`config.mk`:
```
export PLATFORM = sky130hd
export DESIGN_NAME = ebt_bus_timing
export DESIGN_NICKNAME = d
export VERILOG_FILES = /design/src/include/ebt_pkg.sv /design/src/include/ebt_refresh_if.sv /design/src/verilog/ebt_refresh_timer.sv /design/src/verilog/ebt_bus_timing.sv
export SDC_FILE = /design/constraint.sdc
export NUM_CORES = 1
export LEC_CHECK = 0
export ABC_AREA = 1
export BUFFER_PORTS_ARGS = -buffer_cell sky130_fd_sc_hd__buf_4
export CORE_ASPECT_RATIO = 0.75
export CORE_UTILIZATION = 58
export DETAILED_ROUTE_END_ITERATION = 8
export GPL_TIMING_DRIVEN = 0
export HOLD_SLACK_MARGIN = 0.15
export PLACE_DENSITY = 0.95
export SKIP_LAST_GASP = 1
export SLEW_MARGIN = 5
export SYNTH_ARGS = -nofsm -noshare
export SYNTH_HDL_FRONTEND = slang
export SYNTH_SLANG_ARGS = --single-unit
```
`constraint.sdc`:
```
create_clock -name sys_clk -period 3.2 [get_ports sys_clk]
set_input_delay 0.16 -clock sys_clk [delete_from_list [all_inputs] [get_ports sys_clk]]
set_output_delay 0.16 -clock sys_clk [all_outputs]
set_load 0.1 [all_outputs]
```
`src/include/ebt_pkg.sv`:
```
// Purpose: Shared constants for the external bus timing configuration.
// Assumes: Processor clock of 250 MHz; global register numbers are 5 bits.
// Notes:   Field positions follow the bus timing control word layout.

package ebt_pkg;

  // ---------------------------------------------------------------
  // Register access
  // ---------------------------------------------------------------
  localparam int          REG_NUM_W       = 5;
  localparam logic [4:0]  REG_BUS_TIMING  = 5'h14;  // Global reg twenty
  localparam logic [31:0] BUS_TIMING_RST  = 32'hFFFF_FFFF;

  // ---------------------------------------------------------------
  // Field positions
  // ---------------------------------------------------------------
  localparam int PARITY_OFF_LSB   = 28;  // One bit per space, 28..31
  localparam int S3_ACCESS_LSB    = 24;  // 4 bits
  localparam int S3_HOLD_MSB_BIT  = 23;
  localparam int S2_ACCESS_LSB    = 20;  // 3 bits
  localparam int S1_ACCESS_LSB    = 18;  // 2 bits
  localparam int S0_ACCESS_LSB    = 16;  // 2 bits
  localparam int S1_HOLD_BIT      = 15;
  localparam int S2_SETUP_BIT     = 14;
  localparam int REFRESH_LSB      = 12;  // 2 bits
  localparam int PRECHARGE_LSB    = 10;  // 2 bits
  localparam int ROW_TO_COL_LSB   = 8;   // 2 bits
  localparam int PAGE_CODE_LSB    = 4;   // 3 bits
  localparam int S3_HOLD_LOW_LSB  = 2;   // 2 bits
  localparam int S2_HOLD_LSB      = 0;   // 2 bits

  // ---------------------------------------------------------------
  // Refresh timing and column address
  // ---------------------------------------------------------------
  localparam logic [1:0] REFRESH_OFF  = 2'h3;
  localparam logic [9:0] REFRESH_SLOW = 10'h200;  // 512 cycles
  localparam logic [3:0] COL_TOP_MAX  = 4'hF;     // A15 at page code 0
  localparam logic [1:0] BUS_W32      = 2'h0;
  localparam logic [1:0] BUS_W16      = 2'h1;
  localparam logic [1:0] COL_LOW_W32  = 2'h2;     // A2
  localparam logic [1:0] COL_LOW_W16  = 2'h1;     // A1
  localparam logic [1:0] COL_LOW_W8   = 2'h0;     // A0

  // Refresh interval in cycles: 512 >> code, zero when disabled
  function automatic logic [9:0] refresh_interval(input logic [1:0] code);
    if (code == REFRESH_OFF) begin
      return 10'h000;
    end
    return REFRESH_SLOW >> code;
  endfunction

  // Access-style codes count code plus one cycles
  function automatic logic [4:0] plus_one(input logic [3:0] code);
    return {1'b0, code} + 5'h01;
  endfunction

endpackage

```
`src/include/ebt_refresh_if.sv`:
```
// Purpose: Carries the refresh interval code and the refresh request.
// Assumes: Both ends run on sys_clk.
// Notes:   Request is a one-cycle pulse.

`timescale 1ns/10ps

interface ebt_refresh_if;
  logic [1:0] interval_code;
  logic       refresh_req;

  modport ctrl  (output interval_code, input refresh_req);
  modport timer (input interval_code, output refresh_req);
endinterface

```
`src/verilog/ebt_refresh_timer.sv`:
```
// Purpose: Paces column-before-row DRAM refresh requests.
// Assumes: Interval code comes from the bus timing control word.
// Notes:   A change between live codes restarts nothing; the count simply meets
//          the new limit, so the first gap after a change may differ.

`timescale 1ns/10ps

module ebt_refresh_timer
  import ebt_pkg::*;
#(
  parameter int CNT_W = 10
) (
  // Clock and reset
  input wire logic   sys_clk,
  input wire logic   rst_n,
  // Link to the configuration block
  ebt_refresh_if.timer rif
);

  typedef struct packed {
    logic [CNT_W-1:0] cnt;
    logic             req;
  } ebt_timer_type;

  ebt_timer_type st;
  ebt_timer_type next_st;
  logic [CNT_W-1:0] limit;

  assign limit = CNT_W'(refresh_interval(rif.interval_code));

  // ---------------------------------------------------------------
  // Interval counter
  // ---------------------------------------------------------------
  // Pulse on the last cycle of each interval
  always_comb begin
    next_st = st;
    next_st.req = 1'b0;
    if (limit == '0) begin
      next_st.cnt = '0;  // see RULE_10
    end else if (st.cnt >= limit - CNT_W'(1)) begin
      next_st.cnt = '0;
      next_st.req = 1'b1;  // see RULE_10
    end else begin
      next_st.cnt = st.cnt + CNT_W'(1);
    end
  end

  always_ff @(posedge sys_clk or negedge rst_n) begin
    if (!rst_n) begin
      st <= '0;
    end else begin
      st <= next_st;
    end
  end

  assign rif.refresh_req = st.req;

  // ---------------------------------------------------------------
  // Checks
  // ---------------------------------------------------------------
  // Cycles since last request, for the spacing check; a code change
  // inside a gap makes that one gap irregular, so it is exempted
  logic [CNT_W-1:0] gap;
  logic             seen;
  logic [1:0]       code_prev;
  logic             moved;
  always_ff @(posedge sys_clk or negedge rst_n) begin
    if (!rst_n) begin
      gap       <= '0;
      seen      <= 1'b0;
      code_prev <= 2'h3;
      moved     <= 1'b0;
    end else begin
      gap       <= st.req ? CNT_W'(1) : gap + CNT_W'(1);
      seen      <= seen | st.req;
      code_prev <= rif.interval_code;
      moved     <= st.req ? 1'b0
                   : (moved | (rif.interval_code != code_prev));
    end
  end
endmodule // ebt_refresh_timer

```
`src/verilog/ebt_bus_timing.sv`:
```
// Purpose: Bus timing control word and per-access timing decode.
// Assumes: Register writes and access starts come from core logic
//          on sys_clk; space zero DRAM select comes from elsewhere.
// Notes:   The word is write-only; per-access decoded values are snapshots.
//
// Overview of operation
// RULE_01: Write-only word at global register twenty.
// RULE_02: Reset sets every bit to one.
// RULE_03: Bits 31..28 disable parity per space.
// RULE_04: Space three access is code plus one.
// RULE_05: Space two access is code plus one.
// RULE_06: Space one access is code plus one.
// RULE_07: Space zero access and column strobe window.
// RULE_08: Bit 15 adds space one hold cycle.
// RULE_09: Bit 14 adds space two setup cycle.
// RULE_10: Bits 13..12 choose refresh interval or off.
// RULE_11: DRAM: bits 11..10 give precharge plus one.
// RULE_12: Non-DRAM: bits 11..10 give space zero hold.
// RULE_13: Bits 9..8 give row-to-column delay plus one.
// RULE_14: Page code selects DRAM column address bits.
// RULE_15: Space three hold from bit 23, 3..2.
// RULE_16: Bits 1..0 give space two hold.
// RULE_17: Software programs the word after reset.
// RULE_18: Page code maps to column address ranges.
// RULE_19: New value applies from next access start.

`timescale 1ns/10ps

module ebt_bus_timing
  import ebt_pkg::*;
(
  // Clock and reset
  input  wire logic        sys_clk,
  input  wire logic        rst_n,
  // Global register write port
  input  wire logic        reg_wr,
  input  wire logic [4:0]  reg_num,
  input  wire logic [31:0] reg_wdata,
  // Access request from the bus sequencer
  input  wire logic        access_start,
  input  wire logic [1:0]  access_space,
  input  wire logic [1:0]  bus_width,
  input  wire logic        space_zero_is_dram,
  // Live configuration
  output logic [3:0]       parity_off,
  output logic             refresh_req,
  // Snapshot for the access just started
  output logic             acc_ready,
  output logic [4:0]       acc_cycles,
  output logic             acc_setup,
  output logic [2:0]       acc_hold,
  output logic             acc_parity_check,
  output logic [2:0]       acc_precharge,
  output logic [2:0]       acc_row_to_col,
  output logic [2:0]       acc_cas_first,
  output logic [2:0]       acc_cas_last,
  output logic             acc_cas_half,
  output logic [3:0]       col_top_bit,
  output logic [1:0]       col_low_bit
);

  typedef struct packed {
    logic [31:0] cfg;
    logic        ready;
    logic [4:0]  cycles;
    logic        setup;
    logic [2:0]  hold;
    logic        par_chk;
    logic [2:0]  precharge;
    logic [2:0]  row_to_col;
    logic [2:0]  cas_first;
    logic [2:0]  cas_last;
    logic        cas_half;
    logic [3:0]  col_top;
    logic [1:0]  col_low;
  } ebt_state_type;

  ebt_state_type st;
  ebt_state_type next_st;
  logic          cfg_wr;
  logic [1:0]    s0_code;
  logic [1:0]    pre_code;
  logic [2:0]    page_code;

  ebt_refresh_if rif ();

  // ---------------------------------------------------------------
  // Field views of the stored word
  // ---------------------------------------------------------------
  assign cfg_wr    = reg_wr && (reg_num == REG_BUS_TIMING);
  assign s0_code   = st.cfg[S0_ACCESS_LSB +: 2];
  assign pre_code  = st.cfg[PRECHARGE_LSB +: 2];
  assign page_code = st.cfg[PAGE_CODE_LSB +: 3];
  assign rif.interval_code = st.cfg[REFRESH_LSB +: 2];  // see RULE_10

  // ---------------------------------------------------------------
  // Next state
  // ---------------------------------------------------------------
  // Snapshot uses the word as it stood before this cycle's write,
  // so an access never sees a value change mid-flight
  always_comb begin
    next_st = st;
    next_st.ready = 1'b0;
    if (cfg_wr) begin
      next_st.cfg = reg_wdata;  // see RULE_01
    end
    if (access_start) begin
      next_st.ready      = 1'b1;  // see RULE_19
      next_st.setup      = 1'b0;
      next_st.precharge  = 3'h0;
      next_st.row_to_col = 3'h0;
      next_st.cas_first  = 3'h0;
      next_st.cas_last   = 3'h0;
      next_st.cas_half   = 1'b0;
      next_st.par_chk    =
        !st.cfg[PARITY_OFF_LSB + int'(access_space)];  // see RULE_03
      unique case (access_space)
        2'h3: begin
          next_st.cycles =
            plus_one(st.cfg[S3_ACCESS_LSB +: 4]);  // see RULE_04
          next_st.hold = {st.cfg[S3_HOLD_MSB_BIT],
                          st.cfg[S3_HOLD_LOW_LSB +: 2]};  // see RULE_15
        end
        2'h2: begin
          next_st.cycles =
            plus_one({1'b0, st.cfg[S2_ACCESS_LSB +: 3]});  // see RULE_05
          next_st.setup = st.cfg[S2_SETUP_BIT];  // see RULE_09
          next_st.hold  =
            {1'b0, st.cfg[S2_HOLD_LSB +: 2]};  // see RULE_16
        end
        2'h1: begin
          next_st.cycles =
            plus_one({2'h0, st.cfg[S1_ACCESS_LSB +: 2]});  // see RULE_06
          next_st.hold = {2'h0, st.cfg[S1_HOLD_BIT]};  // see RULE_08
        end
        2'h0: begin
          next_st.cycles = plus_one({2'h0, s0_code});  // see RULE_07
          unique case (s0_code)
            2'h0: begin
              next_st.cas_first = 3'h1;  // see RULE_07
              next_st.cas_last  = 3'h1;
              next_st.cas_half  = 1'b1;
            end
            2'h1: begin
              next_st.cas_first = 3'h2;  // see RULE_07
              next_st.cas_last  = 3'h2;
            end
            2'h2: begin
              next_st.cas_first = 3'h2;  // see RULE_07
              next_st.cas_last  = 3'h3;
            end
            2'h3: begin
              next_st.cas_first = 3'h3;  // see RULE_07
              next_st.cas_last  = 3'h4;
            end
          endcase
          if (space_zero_is_dram) begin
            next_st.hold      = 3'h0;
            next_st.precharge =
              3'(plus_one({2'h0, pre_code}));  // see RULE_11
            next_st.row_to_col = 3'(plus_one(
              {2'h0, st.cfg[ROW_TO_COL_LSB +: 2]}));  // see RULE_13
          end else begin
            next_st.hold = {1'b0, pre_code};  // see RULE_12
          end
        end
      endcase
      // Column range only matters on DRAM, but is given always
      next_st.col_top = COL_TOP_MAX - {1'b0, page_code};  // see RULE_18
      unique case (bus_width)
        BUS_W32: next_st.col_low = COL_LOW_W32;  // see RULE_14
        BUS_W16: next_st.col_low = COL_LOW_W16;
        default: next_st.col_low = COL_LOW_W8;
      endcase
    end
  end

  // ---------------------------------------------------------------
  // State register
  // ---------------------------------------------------------------
  // Reset leaves the slowest, unchecked settings in place
  always_ff @(posedge sys_clk or negedge rst_n) begin
    if (!rst_n) begin
      st     <= '0;
      st.cfg <= BUS_TIMING_RST;  // see RULE_02
    end else begin
      st <= next_st;
    end
  end

  // ---------------------------------------------------------------
  // Refresh pacing
  // ---------------------------------------------------------------
  ebt_refresh_timer #(
    .CNT_W (10)
  ) u_refresh (
    .sys_clk (sys_clk),
    .rst_n   (rst_n),
    .rif     (rif.timer)
  );

  // ---------------------------------------------------------------
  // Outputs, all straight from state
  // ---------------------------------------------------------------
  assign parity_off       = st.cfg[PARITY_OFF_LSB +: 4];  // see RULE_03
  assign refresh_req      = rif.refresh_req;
  assign acc_ready        = st.ready;
  assign acc_cycles       = st.cycles;
  assign acc_setup        = st.setup;
  assign acc_hold         = st.hold;
  assign acc_parity_check = st.par_chk;
  assign acc_precharge    = st.precharge;
  assign acc_row_to_col   = st.row_to_col;
  assign acc_cas_first    = st.cas_first;
  assign acc_cas_last     = st.cas_last;
  assign acc_cas_half     = st.cas_half;
  assign col_top_bit      = st.col_top;
  assign col_low_bit      = st.col_low;

  // ---------------------------------------------------------------
  // Checks
  // ---------------------------------------------------------------
  // Set once software has written the word
  logic written;
  always_ff @(posedge sys_clk or negedge rst_n) begin
    if (!rst_n) begin
      written <= 1'b0;
    end else begin
      written <= written | cfg_wr;
    end
  end
endmodule // ebt_bus_timing

```
==> results_dict.tcl <==
set metrics [dict create \
    layout.cells.non_filler 611 \
    cts.repair.resized 0 \
    critical_path_required_ns 3.48 \
    drt_iter0_drc 250 \
    finalHoldViolCount 0 \
    max-slew-margin-rel_pct 42.2 \
    end_kind "flip-flop" \
    p_per_area_nw_per_um2 575 \
    place_area_um2 4230 \
    hold_buffers 37 \
    place_congestion 0.869 \
    routedWlPerCell_um 14.2 \
    routed_via_density 5.18 \
    grt_max_degree 72 \
    fin_ws_ns 1.19 \
    synth_nets 463 \
    fin_crit_sh_pct 62.8 \
    clk_path_buf_depth 2 \
    drcViolationCount 0 \
    grt_pass1_vias 3159 \
    ant_nets 0 \
    h-tree-depth 3 \
    cts_made_buffers 9 \
    syn_to_final_growth_pct 35.3 \
    die_area_um2 6440 \
    tightestPinTransition_ns 0.868 \
    multi_input_area_um2 1240 \
    clk_pin_slew_worst_paths_ns 0.07 \
    dp_cells 558 \
    critPathArrivalTime_ns 2.29 \
    numPortBuffers 78 \
    antennaDiodeCount 0 \
    grt_overflow 0 \
    cts_tree "yes" \
    grt_pass1_wl_mm 14.5 \
    path_class "flip-flop to flip-flop" \
    num_rows 24 \
    fin_crit_ns 2.01 \
    pre_cts_ws_ns 1.22 \
    fin_area_um2 4800 \
    status "finished, final reports clean" \
    fmax_mhz 498 \
    core_area_um2 5860 \
    final_net_count 589 \
    num_io_pins 81 \
    crit_fanout 10 \
    ys_warn_count 0 \
    crit_path_start_kind "flip-flop" \
    clock-sinks 71 \
    p_leak_nw 2.46 \
    synth_area_um2 3550 \
    start_util_pct 60.6 \
    finalSetupTns_ns 0 \
    antenna_found_initial 0 \
    fill_cells 338 \
    post_cts_buffers 0 \
    synth_cells 402 \
    clock-root-buffer "clkbuf_8" \
    drive_gt1_share_pct 33.6 \
    clk_latency_ns 0.35 \
    die_w_um 92.3 \
    wl_mm 8.67 \
    syn-mean-instance-area_um2 8.83 \
    dpl.hpwl_mm 5.70 \
    cap_viol_max_count 0 \
    ys_ff_latch 71 \
    drtPass1Iterations 5 \
    peakVddDrop_v 0.000327 \
    seq_area_um2 1820 \
    finalSetupViolCount 0 \
    rsz0062_at_grt "false" \
    die_y_um 69.7 \
    synth.yosys.seq_area_share_pct 51.2 \
    hp-class "input port to flip-flop" \
    grt.total_usage_pct 29.7 \
    finalPower_mw 2.76 \
    drv_slew 0 \
    ys_types 35 \
    finClkSkew_ns 0.00438 \
    via_count 3167 \
]
## kinds of logic (layout without fill, tap and decap cells)
logic type	after synthesis	in the layout	share of synthesized area, %
fa+ha+maj	15	15	5.29
simple gates	149	149	18.4
flops	71	71	51.2
compound gates	68	68	10.3
xor+xnor	4	4	0.987
other cells	1	1	0.106
buf+inv	94	225	13.8
## layer usage
| layer | up-vias | routed length (um) | GRT usage, % |
|---|---|---|---|
| met2 | 166 | 4300 | 49.7 |
| met5 | - | 0 | 0 |
| li1 | 1492 | - | - |
| met4 | 0 | 160 | 11.1 |
| met3 | 19 | 667 | 8.33 |
| met1 | 1490 | 3540 | 36.5 |
## synth_stat cells, drive strengths merged
library cell	number	area share, %
clkinv	1	0.14
o211ai	1	0.21
a31oi	1	0.18
clkbuf	3	0.60
ha	15	5.3
o22ai	1	0.18
xor2	2	0.49
xnor2	2	0.49
inv	53	5.6
buf	37	7.4
o21ai	41	5.8
a21oi	19	2.8
nand4	5	1.1
nand3	18	3.0
a22o	3	0.74
nand2	83	9.1
or2	2	0.35
dfrtp	40	28
nor2	41	4.9
dfstp	31	23
o31ai	2	0.42
conb	1	0.11
## layout make-up
type	instances	share of cell area (%)
inverters	54	4.25
plain buffers	40	5.92
multi-input cells	237	25.9
clock inverters	6	1.25
well taps	78	2.03
flip-flops and latches	71	37.8
clock buffers	10	2.87
repair buffers	115	19.9
## power breakdown
| part | total, mW | internal, mW | switching [mW] | leakage (nW) |
|---|---|---|---|---|
| Clock | 0.709 | 0.376 | 0.333 | 0.0981 |
| Combinational | 0.848 | 0.289 | 0.559 | 1.53 |
| Sequential | 1.20 | 1.09 | 0.116 | 0.839 |
| Total | 2.76 | 1.75 | 1.01 | 2.46 |
## worst max-delay path, cell delays in order, from the launching register on
cell     delay [ns]
dfstp_2        0.54
inv_1          0.06
ha_1           0.28
inv_1          0.05
ha_1           0.26
nand2_1        0.09
inv_1          0.05
a21oi_1        0.27
nand3_4        0.19
nor2_1         0.16
## metrics by stage
step	hold WS (ns)	utilization, %
after global routing	0.203	82.0
after CTS	0.176	82.0
after detailed placement	0.326	72.3
final	0.190	82.0
after global placement	0.307	72.3
after floorplan	-0.136	-
## worst paths after layout
path | cells past startpoint | start | to | slack, ns
max | 9 | rif.interval_code[0]$_DFFE_PN1P_ | u_refresh.st[9]$_DFF_PN0_ | 1.19
max in group asynchronous | 2 | rst_n | acc_hold[2]$_DFFE_PN0P_ | 2.17
max reg2reg | 9 | rif.interval_code[0]$_DFFE_PN1P_ | u_refresh.st[9]$_DFF_PN0_ | 1.19
min | 4 | access_space[0] | acc_cycles[1]$_DFFE_PN0P_ | 0.19
min reg2reg | 1 | col_top_bit[3]$_DFFE_PN0P_ | col_top_bit[3]$_DFFE_PN0P_ | 0.47
min in group asynchronous | 2 | rst_n | col_top_bit[1]$_DFFE_PN0P_ | 0.45
## registers in the layout, summed over array words and instances (netlist names), 3 cells and up
name and cells:
acc_cas_last 3, parity_off 4, col_top_bit 4, page_code 3, u_refresh.st 10, acc_cycles 5, acc_precharge 3, acc_row_to_col 3
st 18, acc_hold 3
## placed cells by master (no fill, tap or decap), drive strengths merged
master / count
nand3: 18
a21oi: 19
buf: 115
or2: 2
o22ai: 1
clkinvlp: 2
bufinv: 1
dfstp: 31
o211ai: 1
dfrtp: 40
o31ai: 2
a31oi: 1
conb: 1
clkbuf: 13
xor2: 2
clkinv: 4
a22o: 3
o21ai: 41
inv: 53
nand2: 83
xnor2: 2
nand4: 5
ha: 15
dlygate4sd3: 37
nor2: 41
Note: power is estimated with default switching activity, not from simulation.
